<file path="src/core/csf_regs.svh">
// Purpose: Offsets, field positions, reset values and timing counts
// Assumes: APB byte addresses, one 32-bit word per register
// Notes:   Included by the core only; the package does not include it
`ifndef CSF_REGS_SVH
`define CSF_REGS_SVH
`define CSF_OFS_BANK      8'h00
`define CSF_OFS_STATUS    8'h04
`define CSF_OFS_PCL       8'h08
`define CSF_OFS_TABLE_POINTER_LOW      8'h0c
`define CSF_OFS_TABLE_POINTER_HIGH      8'h10
`define CSF_OFS_TABLE_READ_HIGH_BYTE      8'h14
`define CSF_OFS_ACC       8'h18
`define CSF_BIT_CARRY     0
`define CSF_BIT_HALF      1
`define CSF_BIT_ZERO      2
`define CSF_BIT_RANGE     3
`define CSF_BIT_SLEEP     4
`define CSF_BIT_WDOG      5
`define CSF_BIT_CHAIN     6
`define CSF_BIT_SIGNED    7
`define CSF_BANK_RST      1'b0
`define CSF_PCL_DUMMY     2'd1
`endif

</file>
<file path="src/core/csf_pkg.sv">
// Purpose: Types shared by the status and bank register core
// Assumes: Nothing beyond the constant header
// Notes:   Opcode enum selects how the flags update
package csf_pkg;
    typedef enum logic [3:0] {
        CSF_OP_NONE  = 4'h0,
        CSF_OP_ADD   = 4'h1,
        CSF_OP_ADC   = 4'h2,
        CSF_OP_SUB   = 4'h3,
        CSF_OP_SBC   = 4'h4,
        CSF_OP_LOGIC = 4'h5,
        CSF_OP_RLC   = 4'h6,
        CSF_OP_RRC   = 4'h7,
        CSF_OP_MOVA  = 4'h8,
        CSF_OP_MOVM  = 4'h9,
        CSF_OP_TABRD = 4'ha
    } csf_op_t;

    typedef enum logic [1:0] {
        CSF_PC_IDLE  = 2'b00,
        CSF_PC_DUMMY = 2'b01
    } csf_pcst_t;

    typedef struct packed {
        logic [7:0]  flags;
        logic        bank;
        logic [7:0]  table_pointer_low;
        logic [7:0]  table_pointer_high;
        logic [7:0]  table_read_high_byte;
        logic [7:0]  acc;
        logic [12:0] pc;
        csf_pcst_t   pcst;
        logic        pready;
        logic [31:0] prdata;
        logic        pslverr;
        logic [7:0]  wdata;
        logic        wvalid;
        logic [15:0] taddr;
        logic        tvalid;
    } csf_state_t;
endpackage

</file>
<file path="src/core/csf_core.sv">
// Purpose: Status flags, bank pointer, pc low byte, table read and accumulator
// Assumes: Execution logic on the same clock drives op, operands and strobes
// Notes:   APB slave answers one cycle after the setup phase
//
// Summary of operation
// - Bank pointer bit 0 picks program bank 0 or 1, resets to 0.
// - Bank pointer bits 7 to 1 always read as zero.
// - Jump and call targets take the bank currently selected.
// - Writing pc low byte loads pc bits 7:0 and adds a dummy cycle.
// - Table read fetches word at pointer pair; high byte to latch.
// - No register to register move; data passes via accumulator.
// - Status writes change arithmetic flags, never watchdog or sleep flags.
// - Watchdog flag set by time-out, cleared by power-up, clear or sleep.
// - Sleep flag set by sleep, cleared by power-up or watchdog clear.
// - Carry set on add carry or subtract no-borrow; rotates update it.
// - Half carry set on low nibble carry or no nibble borrow.
// - Zero flag set when an arithmetic or logic result is zero.
// - Overflow set when carry into msb differs from carry out.
// - Signed flag equals overflow xor result msb.
// - Plain subtract copies zero into the chained zero flag.
// - Subtract with borrow ands chained zero with zero; others keep it.
// - Status is never saved automatically on call or interrupt.
`timescale 1ns/1ps
`include "csf_regs.svh"

module csf_core #(
    parameter int PC_W = 13
) (
    // Clock and reset
    input  wire logic        clk,
    input  wire logic        rst_b,
    // APB slave
    input  wire logic        psel,
    input  wire logic        penable,
    input  wire logic        pwrite,
    input  wire logic [7:0]  paddr,
    input  wire logic [31:0] pwdata,
    output logic             pready,
    output logic [31:0]      prdata,
    output logic             pslverr,
    // Execution interface
    input  wire logic [3:0]  op,
    input  wire logic [7:0]  opa,
    input  wire logic [7:0]  opb,
    input  wire logic [7:0]  mem_data,
    input  wire logic        far_form,
    input  wire logic        branch,
    input  wire logic [11:0] branch_addr,
    input  wire logic        pc_step,
    input  wire logic        wdt_timeout,
    input  wire logic        watchdog_clear_instr,
    input  wire logic        sleep_instr,
    input  wire logic [15:0] prog_word,
    // Results
    output logic [7:0]       status_flags,
    output logic             program_bank_select,
    output logic [PC_W-1:0]  pc,
    output logic             pc_dummy,
    output logic [7:0]       acc,
    output logic [7:0]       mem_wdata,
    output logic             mem_we,
    output logic [15:0]      table_addr,
    output logic             table_rd
);
    // Only a 13-bit counter with bit 12 as bank is built
    if (PC_W != 13) begin : g_pc_w_chk
        $error("csf_core supports PC_W of 13 only");
    end

    csf_pkg::csf_state_t s_q;
    csf_pkg::csf_state_t s_d;

    logic [8:0]  sum;
    logic [4:0]  nib;
    logic [7:0]  res;
    logic        cin;
    logic        c7;
    logic [7:0]  low7;
    logic        arith;
    logic        setup;
    logic [7:0]  sw_status;
    csf_pkg::csf_op_t opc;

    assign opc = csf_pkg::csf_op_t'(op);
    assign setup = psel && !penable;

    // Next state
    always_comb begin
        s_d = s_q;
        sum = 9'h000;
        nib = 5'h00;
        res = 8'h00;
        cin = 1'b0;
        c7 = 1'b0;
        low7 = 8'h00;
        arith = 1'b0;
        sw_status = 8'h00;
        s_d.pready = 1'b0;
        s_d.pslverr = 1'b0;
        s_d.wvalid = 1'b0;
        s_d.tvalid = 1'b0;
        // Table word return lands high byte in latch
        if (s_q.tvalid) begin
            s_d.table_read_high_byte = prog_word[15:8];
            s_d.wdata = prog_word[7:0];
            s_d.wvalid = 1'b1;
        end
        // Arithmetic unit; subtraction is a + ~b + carry-in
        unique case (opc)
            csf_pkg::CSF_OP_ADD, csf_pkg::CSF_OP_ADC: begin
                cin = (opc == csf_pkg::CSF_OP_ADC) &&
                      s_q.flags[`CSF_BIT_CARRY];
                sum = {1'b0, opa} + {1'b0, opb} + {8'h00, cin};
                nib = {1'b0, opa[3:0]} + {1'b0, opb[3:0]} + {4'h0, cin};
                // Carry into bit 7 from a sized 8-bit sum of bits 6:0
                low7 = {1'b0, opa[6:0]} + {1'b0, opb[6:0]} + {7'h00, cin};
                c7 = low7[7];
                arith = 1'b1;
            end
            csf_pkg::CSF_OP_SUB, csf_pkg::CSF_OP_SBC: begin
                cin = (opc == csf_pkg::CSF_OP_SUB) ||
                      s_q.flags[`CSF_BIT_CARRY];
                sum = {1'b0, opa} + {1'b0, ~opb} + {8'h00, cin};
                nib = {1'b0, opa[3:0]} + {1'b0, ~opb[3:0]} + {4'h0, cin};
                // Invert inside the concatenation so no upper ones leak in
                low7 = {1'b0, opa[6:0]} + {1'b0, ~opb[6:0]} + {7'h00, cin};
                c7 = low7[7];
                arith = 1'b1;
            end
            default: ;
        endcase
        if (arith) begin
            res = sum[7:0];
            s_d.flags[`CSF_BIT_CARRY] = sum[8];
            s_d.flags[`CSF_BIT_HALF] = nib[4];
            s_d.flags[`CSF_BIT_ZERO] = (res == 8'h00);
            s_d.flags[`CSF_BIT_RANGE] = c7 ^ sum[8];
            s_d.flags[`CSF_BIT_SIGNED] = (c7 ^ sum[8]) ^ res[7];
            s_d.acc = res;
            if (opc == csf_pkg::CSF_OP_SUB)
                s_d.flags[`CSF_BIT_CHAIN] = (res == 8'h00);
            if (opc == csf_pkg::CSF_OP_SBC)
                s_d.flags[`CSF_BIT_CHAIN] =
                    s_q.flags[`CSF_BIT_CHAIN] & (res == 8'h00);
        end
        // Logic, rotate and transfer operations
        unique case (opc)
            csf_pkg::CSF_OP_LOGIC: begin
                s_d.acc = opa;
                s_d.flags[`CSF_BIT_ZERO] = (opa == 8'h00);
            end
            csf_pkg::CSF_OP_RLC: begin
                s_d.acc = {opa[6:0], s_q.flags[`CSF_BIT_CARRY]};
                s_d.flags[`CSF_BIT_CARRY] = opa[7];
            end
            csf_pkg::CSF_OP_RRC: begin
                s_d.acc = {s_q.flags[`CSF_BIT_CARRY], opa[7:1]};
                s_d.flags[`CSF_BIT_CARRY] = opa[0];
            end
            csf_pkg::CSF_OP_MOVA: s_d.acc = mem_data;
            csf_pkg::CSF_OP_MOVM: begin
                s_d.wdata = s_q.acc;
                s_d.wvalid = 1'b1;
            end
            csf_pkg::CSF_OP_TABRD: begin
                s_d.taddr = {s_q.table_pointer_high, s_q.table_pointer_low};
                s_d.tvalid = 1'b1;
            end
            default: ;
        endcase
        // Far forms are timed the same; with no op the far flag drops the memory write
        if (far_form && opc == csf_pkg::CSF_OP_NONE) s_d.wvalid = 1'b0;
        // Program counter sequencing
        unique case (s_q.pcst)
            csf_pkg::CSF_PC_DUMMY: s_d.pcst = csf_pkg::CSF_PC_IDLE;
            csf_pkg::CSF_PC_IDLE: begin
                if (branch)
                    s_d.pc = {s_q.bank, branch_addr};
                else if (pc_step)
                    s_d.pc = s_q.pc + 13'h0001;
            end
            default: s_d.pcst = csf_pkg::CSF_PC_IDLE;
        endcase
        // APB access phase; answers one cycle after setup
        if (setup) begin
            s_d.pready = 1'b1;
            s_d.prdata = 32'h0000_0000;
            unique case (paddr)
                `CSF_OFS_BANK:   s_d.prdata[0] = s_q.bank;
                `CSF_OFS_STATUS: s_d.prdata[7:0] = s_q.flags;
                `CSF_OFS_PCL:    s_d.prdata[7:0] = s_q.pc[7:0];
                `CSF_OFS_TABLE_POINTER_LOW:   s_d.prdata[7:0] = s_q.table_pointer_low;
                `CSF_OFS_TABLE_POINTER_HIGH:   s_d.prdata[7:0] = s_q.table_pointer_high;
                `CSF_OFS_TABLE_READ_HIGH_BYTE:   s_d.prdata[7:0] = s_q.table_read_high_byte;
                `CSF_OFS_ACC:    s_d.prdata[7:0] = s_q.acc;
                default:         s_d.pslverr = 1'b1;
            endcase
        end
        if (psel && penable && s_q.pready && pwrite) begin
            unique case (paddr)
                `CSF_OFS_BANK: s_d.bank = pwdata[0];
                `CSF_OFS_STATUS: begin
                    sw_status = pwdata[7:0];
                    sw_status[`CSF_BIT_WDOG] = s_d.flags[`CSF_BIT_WDOG];
                    sw_status[`CSF_BIT_SLEEP] = s_d.flags[`CSF_BIT_SLEEP];
                    s_d.flags = sw_status;
                end
                `CSF_OFS_PCL: begin
                    s_d.pc[7:0] = pwdata[7:0];
                    s_d.pcst = csf_pkg::CSF_PC_DUMMY;
                end
                `CSF_OFS_TABLE_POINTER_LOW: s_d.table_pointer_low = pwdata[7:0];
                `CSF_OFS_TABLE_POINTER_HIGH: s_d.table_pointer_high = pwdata[7:0];
                `CSF_OFS_ACC:  s_d.acc = pwdata[7:0];
                default: ;
            endcase
        end
        // System flags: only hardware events touch them; set wins
        if (watchdog_clear_instr || sleep_instr)
            s_d.flags[`CSF_BIT_WDOG] = 1'b0;
        if (wdt_timeout)
            s_d.flags[`CSF_BIT_WDOG] = 1'b1;
        if (watchdog_clear_instr)
            s_d.flags[`CSF_BIT_SLEEP] = 1'b0;
        if (sleep_instr)
            s_d.flags[`CSF_BIT_SLEEP] = 1'b1;
        // Status is never pushed; no stack path exists here
    end

    // State register
    always_ff @(posedge clk) begin
        if (!rst_b) begin
            s_q <= '0;
            s_q.bank <= `CSF_BANK_RST;
            s_q.pcst <= csf_pkg::CSF_PC_IDLE;
        end else begin
            s_q <= s_d;
        end
    end

    // Outputs straight from flops; pc_dummy decodes the pc state flop
    assign pready = s_q.pready;
    assign prdata = s_q.prdata;
    assign pslverr = s_q.pslverr;
    assign status_flags = s_q.flags;
    assign program_bank_select = s_q.bank;
    assign pc = s_q.pc;
    assign pc_dummy = (s_q.pcst == csf_pkg::CSF_PC_DUMMY);
    assign acc = s_q.acc;
    assign mem_wdata = s_q.wdata;
    assign mem_we = s_q.wvalid;
    assign table_addr = s_q.taddr;
    assign table_rd = s_q.tvalid;

    // Checks
    bank_reset_a: assert property (@(posedge clk)
        !rst_b |=> !program_bank_select)
        else $error("bank select not cleared by reset");
    bank_upper_a: assert property (@(posedge clk) disable iff (!rst_b)
        pready && paddr == `CSF_OFS_BANK |-> prdata[31:1] == 0)
        else $error("bank upper bits not zero");
    branch_bank_a: assert property (@(posedge clk) disable iff (!rst_b)
        branch && !pc_dummy && !(psel && penable && pwrite)
        |=> pc[12] == $past(program_bank_select))
        else $error("branch left selected bank");
    pcl_dummy_a: assert property (@(posedge clk) disable iff (!rst_b)
        psel && penable && pready && pwrite && paddr == `CSF_OFS_PCL
        |=> pc_dummy ##1 !pc_dummy)
        else $error("pc low write without one dummy cycle");
    table_high_a: assert property (@(posedge clk) disable iff (!rst_b)
        table_rd |=> s_q.table_read_high_byte == $past(prog_word[15:8]))
        else $error("table high byte not latched");
    status_wr_a: assert property (@(posedge clk) disable iff (!rst_b)
        psel && penable && pready && pwrite && paddr == `CSF_OFS_STATUS
        && !wdt_timeout && !watchdog_clear_instr && !sleep_instr
        |=> $stable(status_flags[5:4]))
        else $error("software write changed system flags");
    wdog_set_a: assert property (@(posedge clk) disable iff (!rst_b)
        wdt_timeout |=> status_flags[`CSF_BIT_WDOG])
        else $error("watchdog flag not set");
    sleep_flag_a: assert property (@(posedge clk) disable iff (!rst_b)
        watchdog_clear_instr && !sleep_instr
        |=> !status_flags[`CSF_BIT_SLEEP])
        else $error("sleep flag not cleared");
    signed_xor_a: assert property (@(posedge clk) disable iff (!rst_b)
        arith && !(psel && penable && pwrite) |=> status_flags[7] ==
        (status_flags[3] ^ acc[7]))
        else $error("signed flag mismatch");
    chain_keep_a: assert property (@(posedge clk) disable iff (!rst_b)
        opc == csf_pkg::CSF_OP_LOGIC && !(psel && penable && pwrite)
        |=> $stable(status_flags[6]))
        else $error("chained zero changed");
    cov_sbc_c: cover property (@(posedge clk) opc == csf_pkg::CSF_OP_SBC);
    cov_pcl_c: cover property (@(posedge clk) pc_dummy);
    cov_tab_c: cover property (@(posedge clk) table_rd);
    cov_wdog_c: cover property (@(posedge clk) wdt_timeout);
    cov_sub_c: cover property (@(posedge clk) opc == csf_pkg::CSF_OP_SUB);

    // Arithmetic and rotate results checked against independent expressions
    add_carry_a: assert property (@(posedge clk) disable iff (!rst_b)
        opc == csf_pkg::CSF_OP_ADD && !(psel && penable && pwrite)
        |=> {status_flags[0], acc} == $past({1'b0, opa} + {1'b0, opb}))
        else $error("add carry or result wrong");
    zero_flag_a: assert property (@(posedge clk) disable iff (!rst_b)
        arith && !(psel && penable && pwrite)
        |=> status_flags[2] == (acc == 8'h00))
        else $error("zero flag wrong");
    range_flag_a: assert property (@(posedge clk) disable iff (!rst_b)
        opc == csf_pkg::CSF_OP_ADD && !(psel && penable && pwrite)
        |=> status_flags[3] == ($past(opa[7] == opb[7]) &&
        acc[7] != $past(opa[7])))
        else $error("overflow flag wrong");
    rotate_carry_a: assert property (@(posedge clk) disable iff (!rst_b)
        opc == csf_pkg::CSF_OP_RLC && !(psel && penable && pwrite)
        |=> status_flags[0] == $past(opa[7]))
        else $error("rotate carry wrong");

    // Chained zero flag
    sub_chain_a: assert property (@(posedge clk) disable iff (!rst_b)
        opc == csf_pkg::CSF_OP_SUB && !(psel && penable && pwrite)
        |=> status_flags[6] == status_flags[2])
        else $error("chained zero not copied");
    sbc_chain_a: assert property (@(posedge clk) disable iff (!rst_b)
        opc == csf_pkg::CSF_OP_SBC && !(psel && penable && pwrite)
        |=> status_flags[6] == ($past(status_flags[6]) && status_flags[2]))
        else $error("chained zero not anded");

    // System flags
    wdog_clear_a: assert property (@(posedge clk) disable iff (!rst_b)
        (watchdog_clear_instr || sleep_instr) && !wdt_timeout
        |=> !status_flags[`CSF_BIT_WDOG])
        else $error("watchdog flag not cleared");
    sleep_set_a: assert property (@(posedge clk) disable iff (!rst_b)
        sleep_instr |=> status_flags[`CSF_BIT_SLEEP])
        else $error("sleep flag not set");
    reset_sys_a: assert property (@(posedge clk)
        !rst_b |=> status_flags[5:4] == 2'b00)
        else $error("system flags not cleared by reset");

    // Transfers and program counter
    mova_acc_a: assert property (@(posedge clk) disable iff (!rst_b)
        opc == csf_pkg::CSF_OP_MOVA && !(psel && penable && pwrite)
        |=> acc == $past(mem_data))
        else $error("move to accumulator wrong");
    table_low_a: assert property (@(posedge clk) disable iff (!rst_b)
        table_rd |=> mem_we && mem_wdata == $past(prog_word[7:0]))
        else $error("table low byte not written");
    pcl_load_a: assert property (@(posedge clk) disable iff (!rst_b)
        psel && penable && pready && pwrite && paddr == `CSF_OFS_PCL
        |=> pc[7:0] == $past(pwdata[7:0]))
        else $error("pc low byte not loaded");
endmodule

</file>
<file path="config.mk">
export PLATFORM = sky130hd
export DESIGN_NAME = csf_core
export DESIGN_NICKNAME = d
export VERILOG_FILES = /design/src/core/csf_pkg.sv /design/src/core/csf_core.sv
export VERILOG_INCLUDE_DIRS = /design/src /design/src/core
export SDC_FILE = /design/constraint.sdc
export NUM_CORES = 1
export LEC_CHECK = 0
export BUFFER_PORTS_ARGS = -buffer_cell sky130_fd_sc_hd__buf_2
export CAP_MARGIN = 20
export CELL_PAD_IN_SITES_DETAIL_PLACEMENT = 1
export CELL_PAD_IN_SITES_GLOBAL_PLACEMENT = 2
export CORE_ASPECT_RATIO = 0.7
export CORE_MARGIN = 3
export CORE_UTILIZATION = 28
export DETAILED_ROUTE_END_ITERATION = 6
export GPL_TIMING_DRIVEN = 0
export MAX_ROUTING_LAYER = met4
export PLACE_DENSITY_LB_ADDON = 0.2
export SKIP_CTS_REPAIR_TIMING = 1
export SLEW_MARGIN = 5
export SYNTH_ARGS = -nofsm -noshare
export SYNTH_HDL_FRONTEND = slang
export SYNTH_SLANG_ARGS = --single-unit
export TNS_END_PERCENT = 50
</file>
<file path="constraint.sdc">
create_clock -name clk -period 4.1 [get_ports clk]
set_clock_uncertainty 0.15 [all_clocks]
set_input_delay 0.41 -clock clk [delete_from_list [all_inputs] [get_ports clk]]
set_output_delay 0.41 -clock clk [all_outputs]
set_load 0.01 [all_outputs]
</file>
==> impl_metrics.tcl, run 1 <==
set metrics [dict create \
    grt_pass1_vias 5995 \
    p_int_mw 1.668 \
    period_share_pct 92.77 \
    cts.sinks 92 \
    critPathSlowestCell "or4_4" \
    p_sw_mw 0.6912 \
    dieWidth_um 182.2 \
    place_congestion 0.8286 \
    cp_top_family "simple AND/OR/NAND/NOR gates" \
    design_area_um2 7561 \
    crit_chain "buf_2, clkbuf_1, clkbuf_2, nand2_1, nor3_1, fa_1, nor3b_2, o31ai_1, a31oi_1, nor2_1, o32a_4, nand2b_4, or4_4, a311oi_1" \
    end_kind "register" \
    hold_ws_ns 0.1246 \
    insertion_delay_ns 0.34 \
    drtIter0Drc 387 \
    critPathLaunch "op[1]" \
    tightest_slew_ns 1.133 \
    setup_viol 0 \
    hold_class "in2reg" \
    cap_violations 0 \
    clockBufferDepth 2 \
    required_ns 4.20 \
    mostFrequentLayoutCells "buf_2, dfxtp_1, nand2_1" \
    core_um2 21030 \
    grt_use_total_pct 20.07 \
    synth_cell_types 65 \
    avgSynthCellArea_um2 7.748 \
    final_net_count 1090 \
    place_hpwl_mm 18.78 \
    vdd_ir_drop_max_mv 0.1843 \
    overflow 0 \
    fill_cells 2640 \
    synth-seq-cells 92 \
    reg2regPathDepth 11 \
    cp.arrival_ns 3.90 \
    fmax_mhz 262.9 \
    outcome "complete, no violations" \
    synthesis.area_um2 6082 \
    num_vias 6132 \
    setup_ws_ns 0.2964 \
    numPortBuffers 145 \
    period_needed_ns 3.804 \
    hold_depth 2 \
    placed_area_um2 7243 \
    critPathLaunchType "input pin" \
    r2r_end "status_flags[6]$_SDFF_PN0_" \
    postSynth.asyncResetShare_pct 0 \
    ys_seq_area_share_pct 30.28 \
    dieArea_um2 23550 \
    cp.depth 14 \
    wire_per_inst_um 18.82 \
    hold_viol 0 \
    drtAntennaViolNets 0 \
    reg2reg_slack_ns 0.61 \
    setup_tns_ns 0 \
    slew_viol_final 0 \
    layout-drive-gt1-share_pct 27.69 \
    cp_num_buf_inv 3 \
    synthCells 785 \
    critical_path.max_fanout 10 \
    drt_first_pass_iters 5 \
    p_leak_nw 3.307 \
    synth_edf_count 0 \
    synthToLayoutAreaGrowth_pct 24.32 \
    path_clk_slew_ns 0.07 \
    final_util_pct 35.95 \
    antenna_found_initial 1 \
    initial_utilization_pct 28.92 \
    cts_buffers 9 \
    tritoncts "built" \
    maxSlewHeadroom_pct 23.91 \
    antenna_cells 0 \
    wl_met3_mm 1.149 \
    dr_wl_met2_mm 8.918 \
    grt_start_max_net_pins 15 \
    final_common_cell "buf_2" \
    worstSetupPathType "in2reg" \
    wl_met1_mm 13.25 \
    crit_end "status_flags[6]$_SDFF_PN0_" \
    vias_per_cell 4.929 \
    drc 0 \
    h-tree-depth 3 \
    fp-row-count 44 \
    die_h_um 129.3 \
    power.density_nw_per_um2 312.0 \
    p_sw_share_pct 29.31 \
    clock-root-buffer "clkbuf_16" \
    synth_warnings 0 \
    rsz0062_at_grt "false" \
    top_layer "met4" \
    crit-reg2reg-launch "status_flags[0]$_SDFF_PN0_" \
    p_seq_share_pct 41.1 \
    pwr-share-clk_pct 37.2 \
    preCtsSetupSlack_ns -0.3347 \
    dominantRegCellSynth "dfxtp_1" \
    combinationalPowerShare_pct 21.7 \
    max_stage_delay_ns 0.54 \
    io_pins 198 \
    drt_wl_total_mm 23.41 \
    grt_pass1_wl_mm 35.70 \
]
flip-flops by register name, summed over array words and instances, names as in the netlist:
signal	cells
acc	8
mem_wdata	8
mem_we	1
pc	13
prdata	8
pready	1
program_bank_select	1
pslverr	1
s_q	26
status_flags	8
table_addr	16
table_rd	1
final cells by class:
type	instances	area [µm²]	area share (%)
tap	276	345.3	4.567
clock inverter	3	45.04	0.5957
inverter	24	90.09	1.191
multi-input combinational	562	3427	45.33
sequential	92	1842	24.36
clock buffer	12	266.5	3.525
timing repair buffer	145	725.7	9.598
buffer	130	819.5	10.84
logic make-up after synthesis:
family / synth area share, %
fa+ha+maj: 4.402
other cells: 0.06166
flops: 30.28
simple gates: 18.31
mux: 7.077
buf+inv: 15.00
xor+xnor: 1.440
compound gates: 23.43
layer usage:
layer	global-route usage (%)	vias up
met4	2.551	0
met1	32.18	2925
li1	-	3029
met3	3.339	8
met5	-	-
met2	26.17	170
stage by stage:
step                power (mW)  cells
floorplan                1.296    809
global placement         1.494   1230
detailed placement       1.496   1230
CTS                      2.379   1245
global route             2.479   1244
finish                   2.359   1244
synth_stat cells, types with 7 or more instances:
| library cell | instances | area [µm²] |
|---|---|---|
| dfxtp_1 | 92 | 1842 |
| nand2_1 | 88 | 330.3 |
| buf_4 | 85 | 638.1 |
| nor2_1 | 73 | 274.0 |
| a21oi_1 | 69 | 345.3 |
| clkbuf_1 | 41 | 153.9 |
| o21ai_0 | 37 | 185.2 |
| mux2i_1 | 34 | 340.3 |
| nand3_1 | 22 | 110.1 |
| inv_1 | 21 | 78.83 |
| a22oi_1 | 20 | 150.1 |
| ha_1 | 15 | 187.7 |
| a211oi_1 | 14 | 105.1 |
| nor3_1 | 14 | 70.07 |
| o22ai_1 | 12 | 75.07 |
| a221oi_1 | 11 | 96.34 |
| o21ai_1 | 10 | 50.05 |
| nor2b_1 | 9 | 56.30 |
| mux2_2 | 8 | 90.09 |
| o211ai_1 | 8 | 60.06 |
| and2_1 | 7 | 43.79 |
how the worst min path moves through the flow:
stage / startpoint / to
global route: far_form / mem_we$_SDFF_PP0_
detailed placement: table_addr[11]$_SDFFE_PN0P_ / table_addr[11]$_SDFFE_PN0P_
finish: far_form / mem_we$_SDFF_PP0_
CTS: far_form / mem_we$_SDFF_PP0_
floorplan: table_addr[0]$_SDFFE_PN0P_ / table_addr[0]$_SDFFE_PN0P_
global placement: table_addr[11]$_SDFFE_PN0P_ / table_addr[11]$_SDFFE_PN0P_
power by group through the flow:
| stage | sequential (mW) | clock [mW] | combinational, mW |
|---|---|---|---|
| after detailed placement | 0.989 | 0 | 0.507 |
| after CTS | 0.969 | 0.901 | 0.509 |
| final | 0.970 | 0.878 | 0.511 |
| after global routing | 0.974 | 0.940 | 0.565 |
| after floorplan | 0.967 | 0 | 0.329 |
| after global placement | 0.989 | 0 | 0.505 |
No activity file was read; power rests on OpenSTA's default activity.
==> run 2: changes to the inputs <==
--- a/config.mk
+++ b/config.mk
@@ -6,13 +6,14 @@
 export SDC_FILE = /design/constraint.sdc
 export NUM_CORES = 1
 export LEC_CHECK = 0
+export ABC_AREA = 1
 export BUFFER_PORTS_ARGS = -buffer_cell sky130_fd_sc_hd__buf_2
 export CAP_MARGIN = 20
 export CELL_PAD_IN_SITES_DETAIL_PLACEMENT = 1
 export CELL_PAD_IN_SITES_GLOBAL_PLACEMENT = 2
 export CORE_ASPECT_RATIO = 0.7
 export CORE_MARGIN = 3
-export CORE_UTILIZATION = 28
+export CORE_UTILIZATION = 27
 export DETAILED_ROUTE_END_ITERATION = 6
 export GPL_TIMING_DRIVEN = 0
 export MAX_ROUTING_LAYER = met4
==> impl_metrics.tcl, run 2 <==
set metrics [dict create \
    yosys.area.top_type "dfxtp_1" \
    cts.sinks 92 \
    ys_top_cells_by_area "dfxtp_1, buf_4, nand2_1, o21ai_0, nor2_1" \
    synthToLayoutAreaGrowth_pct 25.36 \
    design_area_um2 7552 \
    grt_pass1_vias 6142 \
    mostFrequentLayoutCells "buf_2, nand2_1, nor2_1" \
    synthesis.area_um2 6025 \
    hold_class "in2reg" \
    end_kind "register" \
    crit_chain "inv_1, nand2_1, fa_1, fa_1, nand2_1, nand2_1, nand3_1, nand3_1, nand3_1, nand2_1, nor2_1, nand3_1, nand2_1, nand2_1, a21oi_1" \
    required_ns 4.23 \
    placed_area_um2 7208 \
    layout-drive-gt1-share_pct 26.36 \
    synth_edf_count 0 \
    period_share_pct 74.13 \
    cts_buffers 9 \
    clockBufferDepth 2 \
    path_common_cell "nand2_1" \
    worstSetupPathType "reg2reg" \
    drtAntennaViolNets 0 \
    dieWidth_um 184.5 \
    overflow 0 \
    num_vias 6485 \
    p_leak_nw 3.803 \
    die_h_um 131.0 \
    fmax_mhz 329.0 \
    preCtsSetupSlack_ns 0.8439 \
    maxSlewHeadroom_pct 27.87 \
    postSynth.asyncResetShare_pct 0 \
    hold_viol 0 \
    avgSynthCellArea_um2 6.716 \
    critPathSlowestCell "fa_1" \
    tightest_slew_ns 1.078 \
    clock-root-buffer "clkbuf_16" \
    dieArea_um2 24170 \
    slew_viol_final 0 \
    cp.arrival_ns 3.17 \
    antenna_found_initial 1 \
    fill_cells 2825 \
    numPortBuffers 148 \
    drt_first_pass_iters 5 \
    critical_path.max_fanout 5 \
    grt_start_max_net_pins 19 \
    drt_wl_total_mm 24.74 \
    synth_warnings 0 \
    netlist_top_cells_count "nand2_1, nor2_1, inv_1" \
    cap_violations 0 \
    top_usage_layer "met1" \
    cp_top_family "simple AND/OR/NAND/NOR gates" \
    period_needed_ns 3.039 \
    critPathLaunchType "register" \
    wire_per_inst_um 18.09 \
    dominantRegCellSynth "dfxtp_1" \
    max_stage_delay_ns 0.52 \
    grt_use_total_pct 20.76 \
    final_net_count 1206 \
    crit-reg2reg-launch "status_flags[0]$_SDFF_PN0_" \
    place_hpwl_mm 20.26 \
    core_um2 21790 \
    setup_tns_ns 0 \
    use_met2_pct 26.61 \
    ys_seq_area_share_pct 30.57 \
    fin_cells 1368 \
    insertion_delay_ns 0.36 \
    yosysMostFrequentCell "nand2_1" \
    power.density_nw_per_um2 326.2 \
    synthCells 897 \
    cp_num_buf_inv 1 \
    synth_cell_types 48 \
    critPathLaunch "status_flags[0]$_SDFF_PN0_" \
    path_clk_slew_ns 0.07 \
    rsz0062_at_grt "false" \
    largest_reg_flops 26 \
    placed_cells 1351 \
    vdd_ir_drop_max_mv 0.2202 \
    drc 0 \
    setup_ws_ns 1.061 \
    vias_per_cell 4.740 \
    grt_pass1_wl_mm 37.07 \
    min_from "far_form" \
    final_common_cell "buf_2" \
    h-tree-depth 3 \
    place_congestion 0.9010 \
    fp-row-count 45 \
    use_met1_pct 33.49 \
    setup_viol 0 \
    synth_top_area_share_pct 30.57 \
    synth-seq-cells 92 \
    drtIter0Drc 472 \
    p_total_mw 2.463 \
    io_pins 198 \
    use_met3_pct 3.403 \
    initial_utilization_pct 27.65 \
    top_register "s_q" \
    outcome "complete, no violations" \
    tritoncts "built" \
]
run 2: cell types whose count changed after synthesis, moves of 12 or more:
cell,change
nor2_2,+12
mux2i_1,-34
inv_1,+77
a211oi_1,-12
a22oi_1,-20
clkbuf_1,-27
nand2_1,+45
nor2_1,+41
o21ai_0,+55
nand3_1,+26
run 2: cell type report:
cell class                      instances  area, µm²  share of cell area (%)
Inverter                              109      409.1                   5.417
Tap cell                              282      352.8                   4.672
Multi-Input combinational cell        611       3118                   41.29
Timing Repair Buffer                  148      740.7                   9.808
Antenna cell                            1      2.502                 0.03313
Sequential cell                        92       1842                   24.39
Buffer                                109      745.7                   9.874
Clock buffer                            9      225.2                   2.982
Clock inverter                          7      116.4                   1.541
run 2: stage by stage:
step / utilization (%) / hold slack (ns)
finish: 34.66 / 0.1076
global route: 34.66 / 0.1355
CTS: 34.65 / 0.1029
floorplan: - / 0.2797
detailed placement: 33.08 / 0.3033
global placement: 33.08 / 0.2949
run 2: cells by family (layout without fill, tap and decap cells):
| logic type | count (synthesis) | after routing | share of synthesized area [%] |
|---|---|---|---|
| compound gates | 231 | 231 | 21.89 |
| other cells | 1 | 26 | 0.06225 |
| flops | 92 | 92 | 30.57 |
| buf+inv | 218 | 382 | 19.17 |
| xor+xnor | 1 | 1 | 0.1454 |
| simple gates | 335 | 335 | 23.72 |
| fa+ha+maj | 19 | 19 | 4.444 |
run 2: report_power, final:
group / switching, mW / total [mW] / internal, mW
combinational: 0.304 / 0.509 / 0.205
sequential: 0.0410 / 0.972 / 0.931
clock: 0.430 / 0.982 / 0.553
run 2: per-layer routing:
layer | up-vias | share of wire, %
met1 | 3026 | 57
li1 | 3248 | -
met3 | 14 | 6.2
met2 | 197 | 37
met4 | 0 | 0.52
met5 | - | 0
run 2: worst paths after layout:
kind,to,slack [ns],cells past startpoint
max,status_flags[6]$_SDFF_PN0_,1.06,15
min,mem_we$_SDFF_PP0_,0.11,2
max reg2reg,status_flags[6]$_SDFF_PN0_,1.06,15
min reg2reg,s_q[83]$_SDFFE_PN0P_,0.32,2
==> run 3: changes to the inputs <==
==> constraint.sdc (replaced) <==
create_clock -name clk -period 3 [get_ports clk]
set_clock_uncertainty 0.15 [all_clocks]
set_input_delay 0.3 -clock clk [delete_from_list [all_inputs] [get_ports clk]]
set_output_delay 0.3 -clock clk [all_outputs]
set_load 0.01 [all_outputs]
==> impl_metrics.tcl, run 3 (synthesized netlist as in run 2, its figures left out) <==
set metrics [dict create \
    drt_wl_total_mm 24.76 \
    use_met1_pct 33.49 \
    top_register "s_q" \
    mostFrequentLayoutCells "buf_2, nand2_1, nor2_1" \
    final_common_cell "buf_2" \
    tightest_slew_ns 1.187 \
    drt_first_pass_iters 4 \
    crit-reg2reg-launch "status_flags[0]$_SDFF_PN0_" \
    dieArea_um2 24170 \
    fmax_mhz 352.7 \
    dieWidth_um 184.5 \
    clockBufferDepth 2 \
    hold_ws_ns 0.0004698 \
    worstSetupPathType "reg2reg" \
    wire_per_inst_um 18.10 \
    h-tree-depth 3 \
    period_share_pct 94.51 \
    p_sw_share_pct 31.27 \
    drtIter0Drc 472 \
    critical_path.max_fanout 5 \
    p_leak_nw 3.804 \
    place_hpwl_mm 20.26 \
    use_met3_pct 3.403 \
    end_kind "register" \
    p_int_mw 2.309 \
    top_usage_layer "met1" \
    grt_pass1_wl_mm 37.07 \
    p_total_mw 3.359 \
    initial_utilization_pct 27.65 \
    hold_class "in2reg" \
    vdd_ir_drop_max_mv 0.2976 \
    fill_cells 2822 \
    io_pins 198 \
    outcome "complete, no violations" \
    min_from "far_form" \
    antenna_found_initial 1 \
    cts_buffers 9 \
    numPortBuffers 148 \
    r2r_end "status_flags[6]$_SDFF_PN0_" \
    maxSlewHeadroom_pct 20.54 \
    overflow 0 \
    drc 0 \
    hold_end "mem_we$_SDFF_PP0_" \
    die_h_um 131.0 \
    path_clk_slew_ns 0.07 \
    combinationalPowerShare_pct 20.8 \
    largest_reg_flops 26 \
    cap_violations 0 \
    insertion_delay_ns 0.35 \
    place_congestion 0.9010 \
    drtAntennaViolNets 0 \
    clock-root-buffer "clkbuf_16" \
    setup_viol 0 \
    use_met2_pct 26.61 \
    required_ns 3.13 \
    p_sw_mw 1.050 \
    final_util_pct 34.76 \
    pwr-share-clk_pct 39.6 \
    reg2reg_slack_ns 0.16 \
    synthToLayoutAreaGrowth_pct 25.73 \
    fp-row-count 45 \
    cp.arrival_ns 2.97 \
    cts.sinks 92 \
    grt_use_total_pct 20.76 \
    slew_viol_final 0 \
    setup_tns_ns 0 \
    tritoncts "built" \
    hold_depth 2 \
    hold_viol 0 \
    grt_pass1_vias 6142 \
    period_needed_ns 2.835 \
    reg2regPathDepth 15 \
    grt_start_max_net_pins 19 \
    core_um2 21790 \
    rsz0062_at_grt "false" \
    vias_per_cell 4.716 \
    power.density_nw_per_um2 443.5 \
    p_seq_share_pct 39.6 \
    num_vias 6452 \
    final_net_count 1206 \
    critPathLaunchType "register" \
    layout-drive-gt1-share_pct 26.73 \
]
-- run 3: power groups by stage --
| stage | clock [mW] | combinational (mW) | sequential [mW] |
|---|---|---|---|
| after floorplan | 0 | 0.436 | 1.33 |
| after global placement | 0 | 0.686 | 1.36 |
| after detailed placement | 0 | 0.691 | 1.36 |
| after CTS | 1.36 | 0.695 | 1.33 |
| after global routing | 1.40 | 0.786 | 1.34 |
| final | 1.33 | 0.699 | 1.33 |
-- run 3: worst max-delay path: stages (launching register included) --
cell     delay [ns]
dfxtp_1        0.37
inv_4          0.12
nand2_1        0.08
fa_2           0.42
fa_1           0.40
nand2_1        0.13
nand2_1        0.08
nand3_1        0.18
nand3_1        0.10
nand3_1        0.10
nand2_1        0.11
nor2_1         0.12
nand3_1        0.11
nand2_1        0.10
nand2_1        0.07
a21oi_1        0.12
-- run 3: cell type report --
class                           instances  area, µm²  share of cell area [%]
Clock buffer                            9      225.2                   2.973
Antenna cell                            1      2.502                 0.03304
Buffer                                109      745.7                   9.845
Inverter                              109      411.6                   5.434
Clock inverter                          7      116.4                   1.536
Timing Repair Buffer                  148      740.7                   9.779
Multi-Input combinational cell        611       3138                   41.43
Tap cell                              282      352.8                   4.658
Sequential cell                        92       1842                   24.31
-- run 3: worst max path at each step --
stage	from	endpoint	slack, ns	depth (start not counted)
detailed placement	op[1]	status_flags[6]$_SDFF_PN0_	-0.15	18
global placement	op[1]	status_flags[3]$_SDFF_PN0_	-0.1	17
floorplan	op[1]	status_flags[3]$_SDFF_PN0_	0.53	16
CTS	status_flags[0]$_SDFF_PN0_	status_flags[3]$_SDFF_PN0_	-0.01	15
global route	status_flags[0]$_SDFF_PN0_	status_flags[6]$_SDFF_PN0_	0.01	15
finish	status_flags[0]$_SDFF_PN0_	status_flags[6]$_SDFF_PN0_	0.16	15
-- run 3: through the flow --
step                      instance area [µm²]  std cells  worst slack, ns
after floorplan                          6115        921           0.5280
after global placement                   7208       1351         -0.09891
after detailed placement                 7208       1351          -0.1461
after CTS                                7550       1367         -0.01154
after global routing                     7575       1368          0.01412
final                                    7575       1368           0.1647
-- run 3: per-layer routing --
metal,part of all wire [%],vias up
met4,0.49,0
met2,37,175
met1,57,3022
met5,0,-
met3,5.7,13
li1,-,3242
